==> src/core/drc_defines.svh <==
/*
 Offsets, field positions, reset values and timing constants of the drive
 output and serial supervision block. Assumes an 8-bit APB byte address.
*/
`ifndef DRC_DEFINES_SVH
`define DRC_DEFINES_SVH

// ==========================================================
// Register byte offsets
`define DRC_OFF_CAUSE 8'h00
`define DRC_OFF_OUTSTAT 8'h04
`define DRC_OFF_INPOL 8'h08
`define DRC_OFF_ON_DLY 8'h0C
`define DRC_OFF_OFF_DLY 8'h10
`define DRC_OFF_FAN 8'h14
`define DRC_OFF_AUXFN 8'h18
`define DRC_OFF_COMM 8'h1C
`define DRC_OFF_TIMEOUT 8'h20
`define DRC_OFF_SDELAY 8'h24
`define DRC_OFF_STATUS 8'h28
`define DRC_OFF_IRQ_STAT 8'h2C
`define DRC_OFF_IRQ_MASK 8'h30

// ==========================================================
// Reset values
`define DRC_RST_CAUSE 3'h2
`define DRC_RST_INPOL 8'h00
`define DRC_RST_RELAY_DLY 16'h0000
`define DRC_RST_FAN_MODE 2'h0
`define DRC_RST_FAN_TEMP 7'h46
`define DRC_FAN_TEMP_MAX 7'h46
`define DRC_RST_STATION 8'h01
`define DRC_RST_BAUD 3'h3
`define DRC_RST_LOSS_ACT 2'h0
`define DRC_RST_TIMEOUT_MS 16'h03E8
`define DRC_RST_SDELAY_MS 8'h05

// ==========================================================
// Field positions
`define DRC_CB_UV 0
`define DRC_CB_TRIP 1
`define DRC_CB_RETRY 2
`define DRC_IRQ_LOST 0
`define DRC_IRQ_RELAY 1
`define DRC_IRQ_RESTORE 2
`define DRC_CODE_NONE 2'h0
`define DRC_CODE_UV 2'h1
`define DRC_CODE_TRIP 2'h2
`define DRC_CODE_RETRY 2'h3

// ==========================================================
// Timing
`define DRC_CLK_PERIOD_NS 5
`define DRC_TICK_NS 1000000

`endif

==> src/core/drc_pkg.sv <==
/*
 Types of the drive output and serial supervision block.
 Assumes drc_defines.svh is available on the include path.
*/
package drc_pkg;
	// ==========================================================
	// Modes and states
	typedef enum logic [1:0] {DRC_FAN_ALWAYS, DRC_FAN_RUN, DRC_FAN_TEMP} drc_fan_mode_t;
	typedef enum logic [1:0] {DRC_LOSS_NONE, DRC_LOSS_COAST, DRC_LOSS_STOP} drc_loss_t;
	typedef enum logic [1:0] {DRC_LINK_IDLE, DRC_LINK_OK, DRC_LINK_LOST} drc_link_t;
endpackage

==> src/core/drc_tick.sv <==
/*
 Divider giving a one-cycle enable pulse every DIV clocks.
 Assumes one free-running clock and an asynchronous high reset.
*/
`timescale 1ns/1ps
module drc_tick #(
	parameter int DIV = 200000
) (
	input wire logic clk, // Core clock
	input wire logic rst, // Async reset, high
	output logic tick // One-cycle pulse
);
	localparam int W = (DIV > 1) ? $clog2(DIV) : 1;
	localparam logic [W-1:0] LAST = W'(DIV - 1);
	logic [W-1:0] cnt_reg; // Divider count
	logic [W-1:0] cnt_next;
	logic tick_reg; // Registered pulse
	logic tick_next;

	// ==========================================================
	// Count and wrap
	always_comb begin
		tick_next = (cnt_reg == LAST);
		cnt_next = tick_next ? '0 : cnt_reg + 1'b1;
	end

	always_ff @(posedge clk or posedge rst) begin
		if (rst) begin
			cnt_reg <= '0;
			tick_reg <= 1'b0;
		end else begin
			cnt_reg <= cnt_next;
			tick_reg <= tick_next;
		end
	end

	assign tick = tick_reg;
endmodule

==> src/core/drc_delay.sv <==
/*
 On/off delay of the fault relay, counted in millisecond ticks.
 Assumes tick is a one-cycle pulse from the same clock.
*/
`timescale 1ns/1ps
module drc_delay #(
	parameter int W = 16
) (
	input wire logic clk, // Core clock
	input wire logic rst, // Async reset, high
	input wire logic tick, // Millisecond enable
	input wire logic req, // Undelayed relay request
	input wire logic [W-1:0] on_dly, // Turn-on delay, ms
	input wire logic [W-1:0] off_dly, // Turn-off delay, ms
	output logic state // Delayed relay state
);
	logic [W-1:0] cnt_reg; // Elapsed ms of pending change
	logic [W-1:0] cnt_next;
	logic st_reg; // Relay state
	logic st_next;

	// ==========================================================
	// Pending change timer
	// A request that falls back before expiry zeroes the count, so a
	// later change always waits the full delay again.
	always_comb begin
		cnt_next = cnt_reg;
		st_next = st_reg;
		if (req == st_reg) begin
			cnt_next = '0;
		end else if (cnt_reg >= (req ? on_dly : off_dly)) begin
			st_next = req;
			cnt_next = '0;
		end else if (tick) begin
			cnt_next = cnt_reg + 1'b1;
		end
	end

	always_ff @(posedge clk or posedge rst) begin
		if (rst) begin
			cnt_reg <= '0;
			st_reg <= 1'b0;
		end else begin
			cnt_reg <= cnt_next;
			st_reg <= st_next;
		end
	end

	assign state = st_reg;
endmodule

==> src/core/drc_core.sv <==
/*
 Output-side supervision of a motor drive: fault relay cause logic with
 delays, auxiliary relays, cooling fan, input polarity and serial link
 supervision, all behind an APB slave.
 Assumes all inputs are synchronous to MCLK and the APB master is on MCLK.
*/
// Notes on behaviour
// - Undervoltage trip drives relay when enabled
// - Other faults except disable drive relay
// - Retry cause once count zero, not retrying
// - Cause priority: undervoltage, trip, retry
// - Eight-bit output status word, read-only
// - Programmable relay on and off delays
// - Fan modes: power, running, over temperature
// - Fan threshold 0 to 70, default 70
// - Remote-status contact closes under remote control
// - Station number register, default one
// - Baud select, default 9600, host matches
// - Loss action: none, coast, or stop
// - Loss declared after programmable timeout
// - Lost-remote indication raised on loss
// - Serial reply delay, default 5 ms
// - Per-input normally-open or normally-closed polarity
// - Each aux relay has its own function
`timescale 1ns/1ps
`include "drc_defines.svh"
module drc_core
	import drc_pkg::*;
#(
	parameter int TICK_CYCLES = `DRC_TICK_NS / `DRC_CLK_PERIOD_NS,
	parameter int NAUX = 4
) (
	input wire logic MCLK, // Core clock, 200 MHz
	input wire logic RST, // Async reset, high
	input wire logic PSEL, // APB select
	input wire logic PENABLE, // APB access phase
	input wire logic PWRITE, // APB direction
	input wire logic [7:0] PADDR, // APB byte address
	input wire logic [31:0] PWDATA, // APB write data
	output logic [31:0] PRDATA, // APB read data
	output logic PREADY, // APB ready
	output logic PSLVERR, // APB error, unmapped
	input wire logic UNDERVOLTAGE_CAUSE, // Low-voltage trip
	input wire logic GEN_TRIP, // Any other trip
	input wire logic INVERTER_DISABLE_FAULT, // Disable fault
	input wire logic [7:0] AUTO_RETRY_COUNT, // Retries left
	input wire logic AUTO_RETRY_ON, // Retry in progress
	input wire logic [2:0] TR_STATE, // Transistor outputs
	input wire logic [28:0] AUX_COND, // Aux conditions, codes 1..29
	input wire logic REMOTE_CONTROL_INDICATION, // Remote control
	input wire logic POWER_OK, // Power present
	input wire logic RUNNING, // Outputting frequency
	input wire logic [7:0] DRIVE_TEMP, // Drive temperature, C
	input wire logic [7:0] DIN_CLOSED, // Raw contacts, 1 closed
	input wire logic COMM_ACT, // Valid frame pulse
	input wire logic FRAME_END, // Request end pulse
	output logic FAULT_RELAY_CONTACT, // Fault relay
	output logic [NAUX-1:0] AUX_RELAY, // Aux relays
	output logic FAN_ON, // Cooling fan
	output logic [7:0] DIN_ACTIVE, // Inputs after polarity
	output logic [7:0] STATION_ID, // Node number
	output logic [2:0] BAUD_SEL, // Bit rate code
	output logic LOST_REMOTE_INDICATION, // Link lost
	output logic COAST_ON_LINK_LOSS, // Cut output
	output logic STOP_ON_LINK_LOSS, // Decelerate to stop
	output logic REPLY_ALLOW, // Reply may start
	output logic IRQ // Interrupt, high
);
	// ==========================================================
	// Declarations
	logic tick; // Millisecond enable
	logic relay_state; // Delayed relay
	logic [2:0] cause_reg, cause_next; // Cause enables
	logic [7:0] inpol_reg, inpol_next; // Input polarity
	logic [15:0] on_dly_reg, on_dly_next; // Relay on delay
	logic [15:0] off_dly_reg, off_dly_next; // Relay off delay
	logic [1:0] fan_mode_reg, fan_mode_next; // Fan mode
	logic [6:0] fan_temp_reg, fan_temp_next; // Fan threshold
	logic [4:0] auxfn_reg [NAUX], auxfn_next [NAUX]; // Aux functions
	logic [7:0] station_reg, station_next; // Node number
	logic [2:0] baud_reg, baud_next; // Rate code
	logic [1:0] loss_reg, loss_next; // Loss action
	logic [15:0] tmo_reg, tmo_next; // Loss timeout, ms
	logic [7:0] sdly_reg, sdly_next; // Reply delay, ms
	logic [2:0] irq_stat_reg, irq_stat_next; // Sticky events
	logic [2:0] irq_mask_reg, irq_mask_next; // Event mask
	logic [31:0] rdata_reg, rdata_next; // Read data
	logic ready_reg, ready_next; // Access-phase ready
	logic err_reg, err_next; // Unmapped access
	logic wr; // Write commit
	logic fault_req; // Undelayed request
	logic [1:0] code; // Winning cause
	logic [31:0] cond; // Aux condition vector
	logic [NAUX-1:0] aux_reg, aux_next; // Aux relays
	logic fan_reg, fan_next; // Fan
	logic [7:0] din_reg, din_next; // Polarity applied
	drc_link_t link_reg, link_next; // Link watchdog state
	logic [15:0] idle_reg, idle_next; // Ms since last frame
	logic coast_reg, coast_next; // Coast output
	logic stop_reg, stop_next; // Stop output
	logic [7:0] rcnt_reg, rcnt_next; // Reply delay count
	logic rbusy_reg, rbusy_next; // Reply delay running
	logic rallow_reg, rallow_next; // Reply allowed
	logic relay_prev_reg; // For rising edge
	logic irq_reg, irq_next; // Interrupt
	logic [2:0] ev; // Events this cycle
	logic [NAUX-1:0] aux_next_w; // Selected conditions

	// Picks the condition selected for one aux relay
	function automatic logic aux_pick(input logic [4:0] sel, input logic [31:0] v);
		aux_pick = v[sel];
	endfunction

	// ==========================================================
	// Submodules
	drc_tick #(.DIV(TICK_CYCLES)) u_tick (
		.clk(MCLK),
		.rst(RST),
		.tick(tick)
	);

	drc_delay #(.W(16)) u_delay (
		.clk(MCLK),
		.rst(RST),
		.tick(tick),
		.req(fault_req),
		.on_dly(on_dly_reg),
		.off_dly(off_dly_reg),
		.state(relay_state)
	);

	// ==========================================================
	// Fault cause evaluation
	// Priority only picks the reported code; the relay closes on any
	// enabled cause.
	always_comb begin
		code = `DRC_CODE_NONE;
		if (UNDERVOLTAGE_CAUSE && cause_reg[`DRC_CB_UV]) begin
			code = `DRC_CODE_UV;
		end else if (GEN_TRIP && !INVERTER_DISABLE_FAULT && cause_reg[`DRC_CB_TRIP]) begin
			code = `DRC_CODE_TRIP;
		end else if ((GEN_TRIP || UNDERVOLTAGE_CAUSE) && AUTO_RETRY_COUNT == 8'h00 &&
			!AUTO_RETRY_ON && cause_reg[`DRC_CB_RETRY]) begin
			code = `DRC_CODE_RETRY;
		end
		fault_req = (code != `DRC_CODE_NONE);
	end

	// ==========================================================
	// Aux relays, fan and input polarity
	assign cond = {REMOTE_CONTROL_INDICATION, fan_reg, AUX_COND, 1'b0};
	always_comb begin
		for (int i = 0; i < NAUX; i++) begin
			aux_next[i] = aux_next_w[i];
		end
		case (drc_fan_mode_t'(fan_mode_reg))
			DRC_FAN_ALWAYS: fan_next = POWER_OK;
			DRC_FAN_RUN: fan_next = POWER_OK && RUNNING;
			DRC_FAN_TEMP: fan_next = POWER_OK && (DRIVE_TEMP > {1'b0, fan_temp_reg});
			default: fan_next = POWER_OK;
		endcase
		din_next = DIN_CLOSED ^ inpol_reg;
	end

	// One selector per relay; code 31 is remote status
	generate
		for (genvar g = 0; g < NAUX; g++) begin : g_aux
			assign aux_next_w[g] = aux_pick(auxfn_reg[g], cond);
		end
	endgenerate
	// Relays follow their selected condition one cycle later

	// ==========================================================
	// Link watchdog, loss action and reply delay
	// No loss is declared before the first frame, so a drive with no
	// host attached never trips on power-up.
	always_comb begin
		link_next = link_reg;
		idle_next = idle_reg;
		if (COMM_ACT) begin
			link_next = DRC_LINK_OK;
			idle_next = '0;
		end else begin
			case (link_reg)
				DRC_LINK_IDLE: idle_next = '0;
				DRC_LINK_OK: begin
					if (idle_reg >= tmo_reg) begin
						link_next = DRC_LINK_LOST;
					end else if (tick) begin
						idle_next = idle_reg + 16'h0001;
					end
				end
				DRC_LINK_LOST: idle_next = idle_reg;
				default: link_next = DRC_LINK_IDLE;
			endcase
		end
		coast_next = (link_next == DRC_LINK_LOST) && (loss_reg == 2'(DRC_LOSS_COAST));
		stop_next = (link_next == DRC_LINK_LOST) && (loss_reg == 2'(DRC_LOSS_STOP));
		rcnt_next = rcnt_reg;
		rbusy_next = rbusy_reg;
		rallow_next = rallow_reg;
		if (FRAME_END) begin
			rcnt_next = '0;
			rbusy_next = 1'b1;
			rallow_next = 1'b0;
		end else if (rbusy_reg) begin
			if (rcnt_reg >= sdly_reg) begin
				rbusy_next = 1'b0;
				rallow_next = 1'b1;
			end else if (tick) begin
				rcnt_next = rcnt_reg + 8'h01;
			end
		end
	end

	// ==========================================================
	// APB slave and register file
	// Ready rises in the first access cycle, so every transfer has one.
	assign wr = PSEL && PENABLE && ready_reg && PWRITE;
	assign ev[`DRC_IRQ_LOST] = (link_next == DRC_LINK_LOST) && (link_reg != DRC_LINK_LOST);
	assign ev[`DRC_IRQ_RELAY] = relay_state && !relay_prev_reg;
	assign ev[`DRC_IRQ_RESTORE] = (link_reg == DRC_LINK_LOST) && COMM_ACT;
	always_comb begin
		cause_next = cause_reg;
		inpol_next = inpol_reg;
		on_dly_next = on_dly_reg;
		off_dly_next = off_dly_reg;
		fan_mode_next = fan_mode_reg;
		fan_temp_next = fan_temp_reg;
		auxfn_next = auxfn_reg;
		station_next = station_reg;
		baud_next = baud_reg;
		loss_next = loss_reg;
		tmo_next = tmo_reg;
		sdly_next = sdly_reg;
		irq_mask_next = irq_mask_reg;
		irq_stat_next = irq_stat_reg;
		if (wr) begin
			case (PADDR)
				`DRC_OFF_CAUSE: cause_next = PWDATA[2:0];
				`DRC_OFF_INPOL: inpol_next = PWDATA[7:0];
				`DRC_OFF_ON_DLY: on_dly_next = PWDATA[15:0];
				`DRC_OFF_OFF_DLY: off_dly_next = PWDATA[15:0];
				`DRC_OFF_FAN: begin
					fan_mode_next = PWDATA[1:0];
					// Clamp to the top of the allowed range
					fan_temp_next = (PWDATA[14:8] > `DRC_FAN_TEMP_MAX) ?
						`DRC_FAN_TEMP_MAX : PWDATA[14:8];
				end
				`DRC_OFF_AUXFN: begin
					for (int i = 0; i < NAUX; i++) begin
						auxfn_next[i] = PWDATA[8*i +: 5];
					end
				end
				`DRC_OFF_COMM: begin
					station_next = PWDATA[7:0];
					baud_next = PWDATA[10:8];
					loss_next = PWDATA[13:12];
				end
				`DRC_OFF_TIMEOUT: tmo_next = PWDATA[15:0];
				`DRC_OFF_SDELAY: sdly_next = PWDATA[7:0];
				`DRC_OFF_IRQ_STAT: irq_stat_next = irq_stat_reg & ~PWDATA[2:0];
				`DRC_OFF_IRQ_MASK: irq_mask_next = PWDATA[2:0];
				default: ;
			endcase
		end
		irq_stat_next = irq_stat_next | ev; // Set beats clear
		irq_next = |(irq_stat_reg & irq_mask_reg);
		ready_next = PSEL && !PENABLE;
		rdata_next = rdata_reg;
		err_next = 1'b0;
		if (PSEL && !PENABLE) begin
			rdata_next = 32'h0000_0000;
			case (PADDR)
				`DRC_OFF_CAUSE: rdata_next[2:0] = cause_reg;
				`DRC_OFF_OUTSTAT: rdata_next[7:0] = {relay_state, TR_STATE, aux_reg};
				`DRC_OFF_INPOL: rdata_next[7:0] = inpol_reg;
				`DRC_OFF_ON_DLY: rdata_next[15:0] = on_dly_reg;
				`DRC_OFF_OFF_DLY: rdata_next[15:0] = off_dly_reg;
				`DRC_OFF_FAN: rdata_next[14:0] = {fan_temp_reg, 6'h00, fan_mode_reg};
				`DRC_OFF_AUXFN: begin
					for (int i = 0; i < NAUX; i++) begin
						rdata_next[8*i +: 5] = auxfn_reg[i];
					end
				end
				`DRC_OFF_COMM: rdata_next[13:0] = {loss_reg, 1'b0, baud_reg, station_reg};
				`DRC_OFF_TIMEOUT: rdata_next[15:0] = tmo_reg;
				`DRC_OFF_SDELAY: rdata_next[7:0] = sdly_reg;
				`DRC_OFF_STATUS: rdata_next[13:0] = {code, 2'h0, fan_reg,
					(link_reg == DRC_LINK_LOST), din_reg};
				`DRC_OFF_IRQ_STAT: rdata_next[2:0] = irq_stat_reg;
				`DRC_OFF_IRQ_MASK: rdata_next[2:0] = irq_mask_reg;
				default: err_next = 1'b1; // Unmapped, reads zero
			endcase
		end else begin
			err_next = 1'b0; // Error stands only with ready
		end
	end

	// Registers every state group
	always_ff @(posedge MCLK or posedge RST) begin
		if (RST) begin
			cause_reg <= `DRC_RST_CAUSE;
			inpol_reg <= `DRC_RST_INPOL;
			on_dly_reg <= `DRC_RST_RELAY_DLY;
			off_dly_reg <= `DRC_RST_RELAY_DLY;
			fan_mode_reg <= `DRC_RST_FAN_MODE;
			fan_temp_reg <= `DRC_RST_FAN_TEMP;
			for (int i = 0; i < NAUX; i++) begin
				auxfn_reg[i] <= 5'h00;
			end
			station_reg <= `DRC_RST_STATION;
			baud_reg <= `DRC_RST_BAUD;
			loss_reg <= `DRC_RST_LOSS_ACT;
			tmo_reg <= `DRC_RST_TIMEOUT_MS;
			sdly_reg <= `DRC_RST_SDELAY_MS;
			irq_stat_reg <= 3'h0;
			irq_mask_reg <= 3'h0;
			irq_reg <= 1'b0;
			rdata_reg <= 32'h0000_0000;
			ready_reg <= 1'b0;
			err_reg <= 1'b0;
			aux_reg <= '0;
			fan_reg <= 1'b0;
			din_reg <= 8'h00;
			link_reg <= DRC_LINK_IDLE;
			idle_reg <= 16'h0000;
			coast_reg <= 1'b0;
			stop_reg <= 1'b0;
			rcnt_reg <= 8'h00;
			rbusy_reg <= 1'b0;
			rallow_reg <= 1'b0;
			relay_prev_reg <= 1'b0;
		end else begin
			cause_reg <= cause_next;
			inpol_reg <= inpol_next;
			on_dly_reg <= on_dly_next;
			off_dly_reg <= off_dly_next;
			fan_mode_reg <= fan_mode_next;
			fan_temp_reg <= fan_temp_next;
			auxfn_reg <= auxfn_next;
			station_reg <= station_next;
			baud_reg <= baud_next;
			loss_reg <= loss_next;
			tmo_reg <= tmo_next;
			sdly_reg <= sdly_next;
			irq_stat_reg <= irq_stat_next;
			irq_mask_reg <= irq_mask_next;
			irq_reg <= irq_next;
			rdata_reg <= rdata_next;
			ready_reg <= ready_next;
			err_reg <= err_next;
			aux_reg <= aux_next;
			fan_reg <= fan_next;
			din_reg <= din_next;
			link_reg <= link_next;
			idle_reg <= idle_next;
			coast_reg <= coast_next;
			stop_reg <= stop_next;
			rcnt_reg <= rcnt_next;
			rbusy_reg <= rbusy_next;
			rallow_reg <= rallow_next;
			relay_prev_reg <= relay_state;
		end
	end

	// ==========================================================
	// Outputs, all from flip-flops except LOST_REMOTE_INDICATION, decoded from link_reg
	assign PRDATA = rdata_reg;
	assign PREADY = ready_reg;
	assign PSLVERR = err_reg;
	assign FAULT_RELAY_CONTACT = relay_state;
	assign AUX_RELAY = aux_reg;
	assign FAN_ON = fan_reg;
	assign DIN_ACTIVE = din_reg;
	assign STATION_ID = station_reg;
	assign BAUD_SEL = baud_reg;
	assign LOST_REMOTE_INDICATION = (link_reg == DRC_LINK_LOST);
	assign COAST_ON_LINK_LOSS = coast_reg;
	assign STOP_ON_LINK_LOSS = stop_reg;
	assign REPLY_ALLOW = rallow_reg;
	assign IRQ = irq_reg;
endmodule

==> config.mk <==
export PLATFORM = sky130hd
export DESIGN_NAME = drc_core
export DESIGN_NICKNAME = d
export VERILOG_FILES = /design/src/core/drc_pkg.sv /design/src/core/drc_tick.sv /design/src/core/drc_delay.sv /design/src/core/drc_core.sv
export VERILOG_INCLUDE_DIRS = /design/src /design/src/core
export SDC_FILE = /design/constraint.sdc
export NUM_CORES = 1
export LEC_CHECK = 0
export BUFFER_PORTS_ARGS = -buffer_cell sky130_fd_sc_hd__buf_4
export CORE_MARGIN = 2
export CORE_UTILIZATION = 31
export CTS_CLUSTER_DIAMETER = 40
export DETAILED_ROUTE_END_ITERATION = 10
export PLACE_DENSITY = 0.59
export SYNTH_ARGS = -nofsm -noshare
export SYNTH_HDL_FRONTEND = slang
export SYNTH_HIERARCHICAL = 1
export SYNTH_SLANG_ARGS = --single-unit
==> constraint.sdc <==
create_clock -name MCLK -period 21.2 [get_ports MCLK]
set_input_delay 5.3 -clock MCLK [delete_from_list [all_inputs] [get_ports MCLK]]
set_output_delay 5.3 -clock MCLK [all_outputs]
set_load 0.05 [all_outputs]
==> metrics.csv <==
metric;value;unit
outcome;complete, no violations;
# port buffers;161;
Setup Viol. Count Final;0;
post-DR vias/cell;5.44;
Syn Area/Cell;11.1;um^2
Gate Count Post-Synth;1168;
# nets final;1482;
WHS;0.466;ns
Syn Std Cell Area;13000;um^2
layout cells sized above 1;0.312;
post-CTS setup buffer count;0;
Cells after DPL;1811;
CTS Root Cell;clkbuf_16;
die height;208;um
Final HPWL DP;28600;um
CTS Hold Bufs;0;
area grow syn2layout;23.3;%
Finished Layout Cells;1883;
Post-synth top flop;dfrtp_1;
gr ovfl total;0;
final-layout fill cell count;4041;
Max Cap Violations;0;
RSZ-0062 raised after global routing;false;
Yosys top cell by area;dfrtp_1;
CP startpoint kind;primary input;
Max FO, Critical Path;18;
minimum clock period;8.05;ns
Worst Path Required;21.63;ns
power per cell area;74.1;nW/um^2
CTS Sinks;224;
GP Congestion;0.877;
routed len/inst;20.8;um
post-cts resize count;0;
internal power;0.000886;W
Clock Latency Late Sink;0.54;ns
Syn. warnings;6;
Total Routing Usage GR;0.180;
CTS tree;built;
EDFF count, synth;0;
Initial Util;0.316;
top-count cell post-synth;dfrtp_1;
vias in the first global route;10400;
library cells used by synthesis;96;
CTS clk-pin slew, worst paths;0.05;ns
share of power burned in registers;0.369;
via count;10200;
Fmax;124;MHz
Tot Pwr;0.00118;W
Die X;208;um
sw frac;0.252;
worst slew pin tran;1.22;ns
clk_skew;0.0250;ns
Inserted Clock Buffers;39;
drt pass-1 iters;5;
Commonest cells post-synth;209 x dfrtp_1, 108 x nand2_1, 96 x mux2_2, 62 x nor2_1, 54 x inv_1;
Crit path arrival time;8.48;ns
Slew Limit Headroom;0.182;
Largest register FFs;26;
CP endpoint kind;flip-flop;
leakage power;7.14;nW
main area contributors after synthesis;dfrtp_1 40%, mux2_2 8.3%, mux4_2 6.3%, ha_1 5.0%, nand2_1 3.1%;
Worst Hold Class;flip-flop to flip-flop;
Core Footprint;41000;um^2
H-Tree Level Count;2;
Max Slew Vio Count;0;
sequential area share after synthesis;0.434;
clk buf depth;3;
crit share post-route;0.380;
Max VDD drop;0.0494;mV
flops & latches, synth;224;
Synth async-reset ratio;1.00;
Final Core Density;0.390;
ant diodes;0;
Core Rows;74;
num ports;174;
first-pass GRT wire length;61100;um
Final Hold Viols;0;
combinational power share;0.070;
wirelength, routed;39100;um
Clk pwr share;0.561;
initial antenna violation count;0;
die footprint;43500;um^2
final routed DRC violation total;0;
Post-DRT Antenna Nets;0;
Yosys top cell area share;0.403;
setup tns final;0;ns
kind of critical path;primary input to flip-flop;
NetSw;0.000298;W
largest net degree at the start of global routing;136;
1st-iter DRT viols;844;
## through the flow
stage	area, um^2	setup WS (ns)
after global routing	16000	12.98
after floorplan	13000	10.81
after CTS	16000	13.29
after detailed placement	14600	12.73
after global placement	14600	12.74
final	16000	13.15
## cells by family after synthesis
kind of cell	synth area share
simple gates	0.150
flops	0.434
compound gates	0.120
mux	0.178
buf+inv	0.0410
fa+ha+maj	0.0502
xor+xnor	0.0270
other cells	0.000289
## worst max-delay path: stages
cell	delay, ns
buf_4	0.11
nor4_1	0.33
o2111a_1	0.28
nand2b_1	0.13
nand2b_1	0.11
buf_4	0.36
mux2i_1	0.51
ha_1	0.33
a21oi_1	0.12
o21ai_0	0.15
a221oi_4	0.34
o21ai_2	0.10
mux2_4	0.30
## cell type report
class                      instances  area (um^2)  area share
multi-input combinational        832         6830       0.427
clock inverter                    23          294      0.0184
sequential                       224         5620       0.352
clock buffer                      49         1090      0.0685
inverter                          54          210      0.0131
timing repair buffer             169         1270      0.0793
tap                              532          666      0.0416
## power by group through the flow
stage                     Sequential, W  Combinational [W]  Clock [W]
after detailed placement       0.000444          0.0000834          0
after global placement         0.000444          0.0000825          0
after floorplan                0.000452          0.0000378          0
after global routing           0.000437          0.0000895   0.000696
after CTS                      0.000437          0.0000838   0.000676
final                          0.000437          0.0000833   0.000664
## per-layer routing
| metal | vias to the layer above | global-route usage | wire (um) | share of wire |
|---|---|---|---|---|
| met5 | - | 0 | 0 | 0 |
| met3 | 69 | 0.0427 | 3100 | 0.079 |
| met2 | 354 | 0.280 | 17800 | 0.46 |
| met4 | 0 | 0.0551 | 976 | 0.025 |
| met1 | 5143 | 0.246 | 17200 | 0.44 |
| li1 | 4674 | - | - | - |
## layout by cell type, fill, tap and decap left out, drive strengths merged, types with 15 or more instances in the layout
cell type and n:
xor2 21, mux4 36, mux2 107, mux2i 29
xnor2 19, a22oi 22, dfrtp 209, inv 64
ha 52, buf 169, a21oi 35, nand2 110
nand4 24, nand3 38, nor4 15, o21ai 52
nor2 64, clkbuf 49, dfstp 15
## worst paths after layout
kind                                startpoint             to  cells past startpoint  slack, ns
max                        AUTO_RETRY_COUNT[5]  u_delay/state                     13      13.15
min                                 PRDATA[17]     PRDATA[17]                      2       0.47
min in group asynchronous                  RST      PRDATA[6]                      2       4.90
min reg2reg                         PRDATA[17]     PRDATA[17]                      2       0.47
max in group asynchronous                  RST     PRDATA[20]                      3      14.81
max reg2reg                       cause_reg[2]  u_delay/state                     12      17.91
Power figures use the tool's default switching activity.
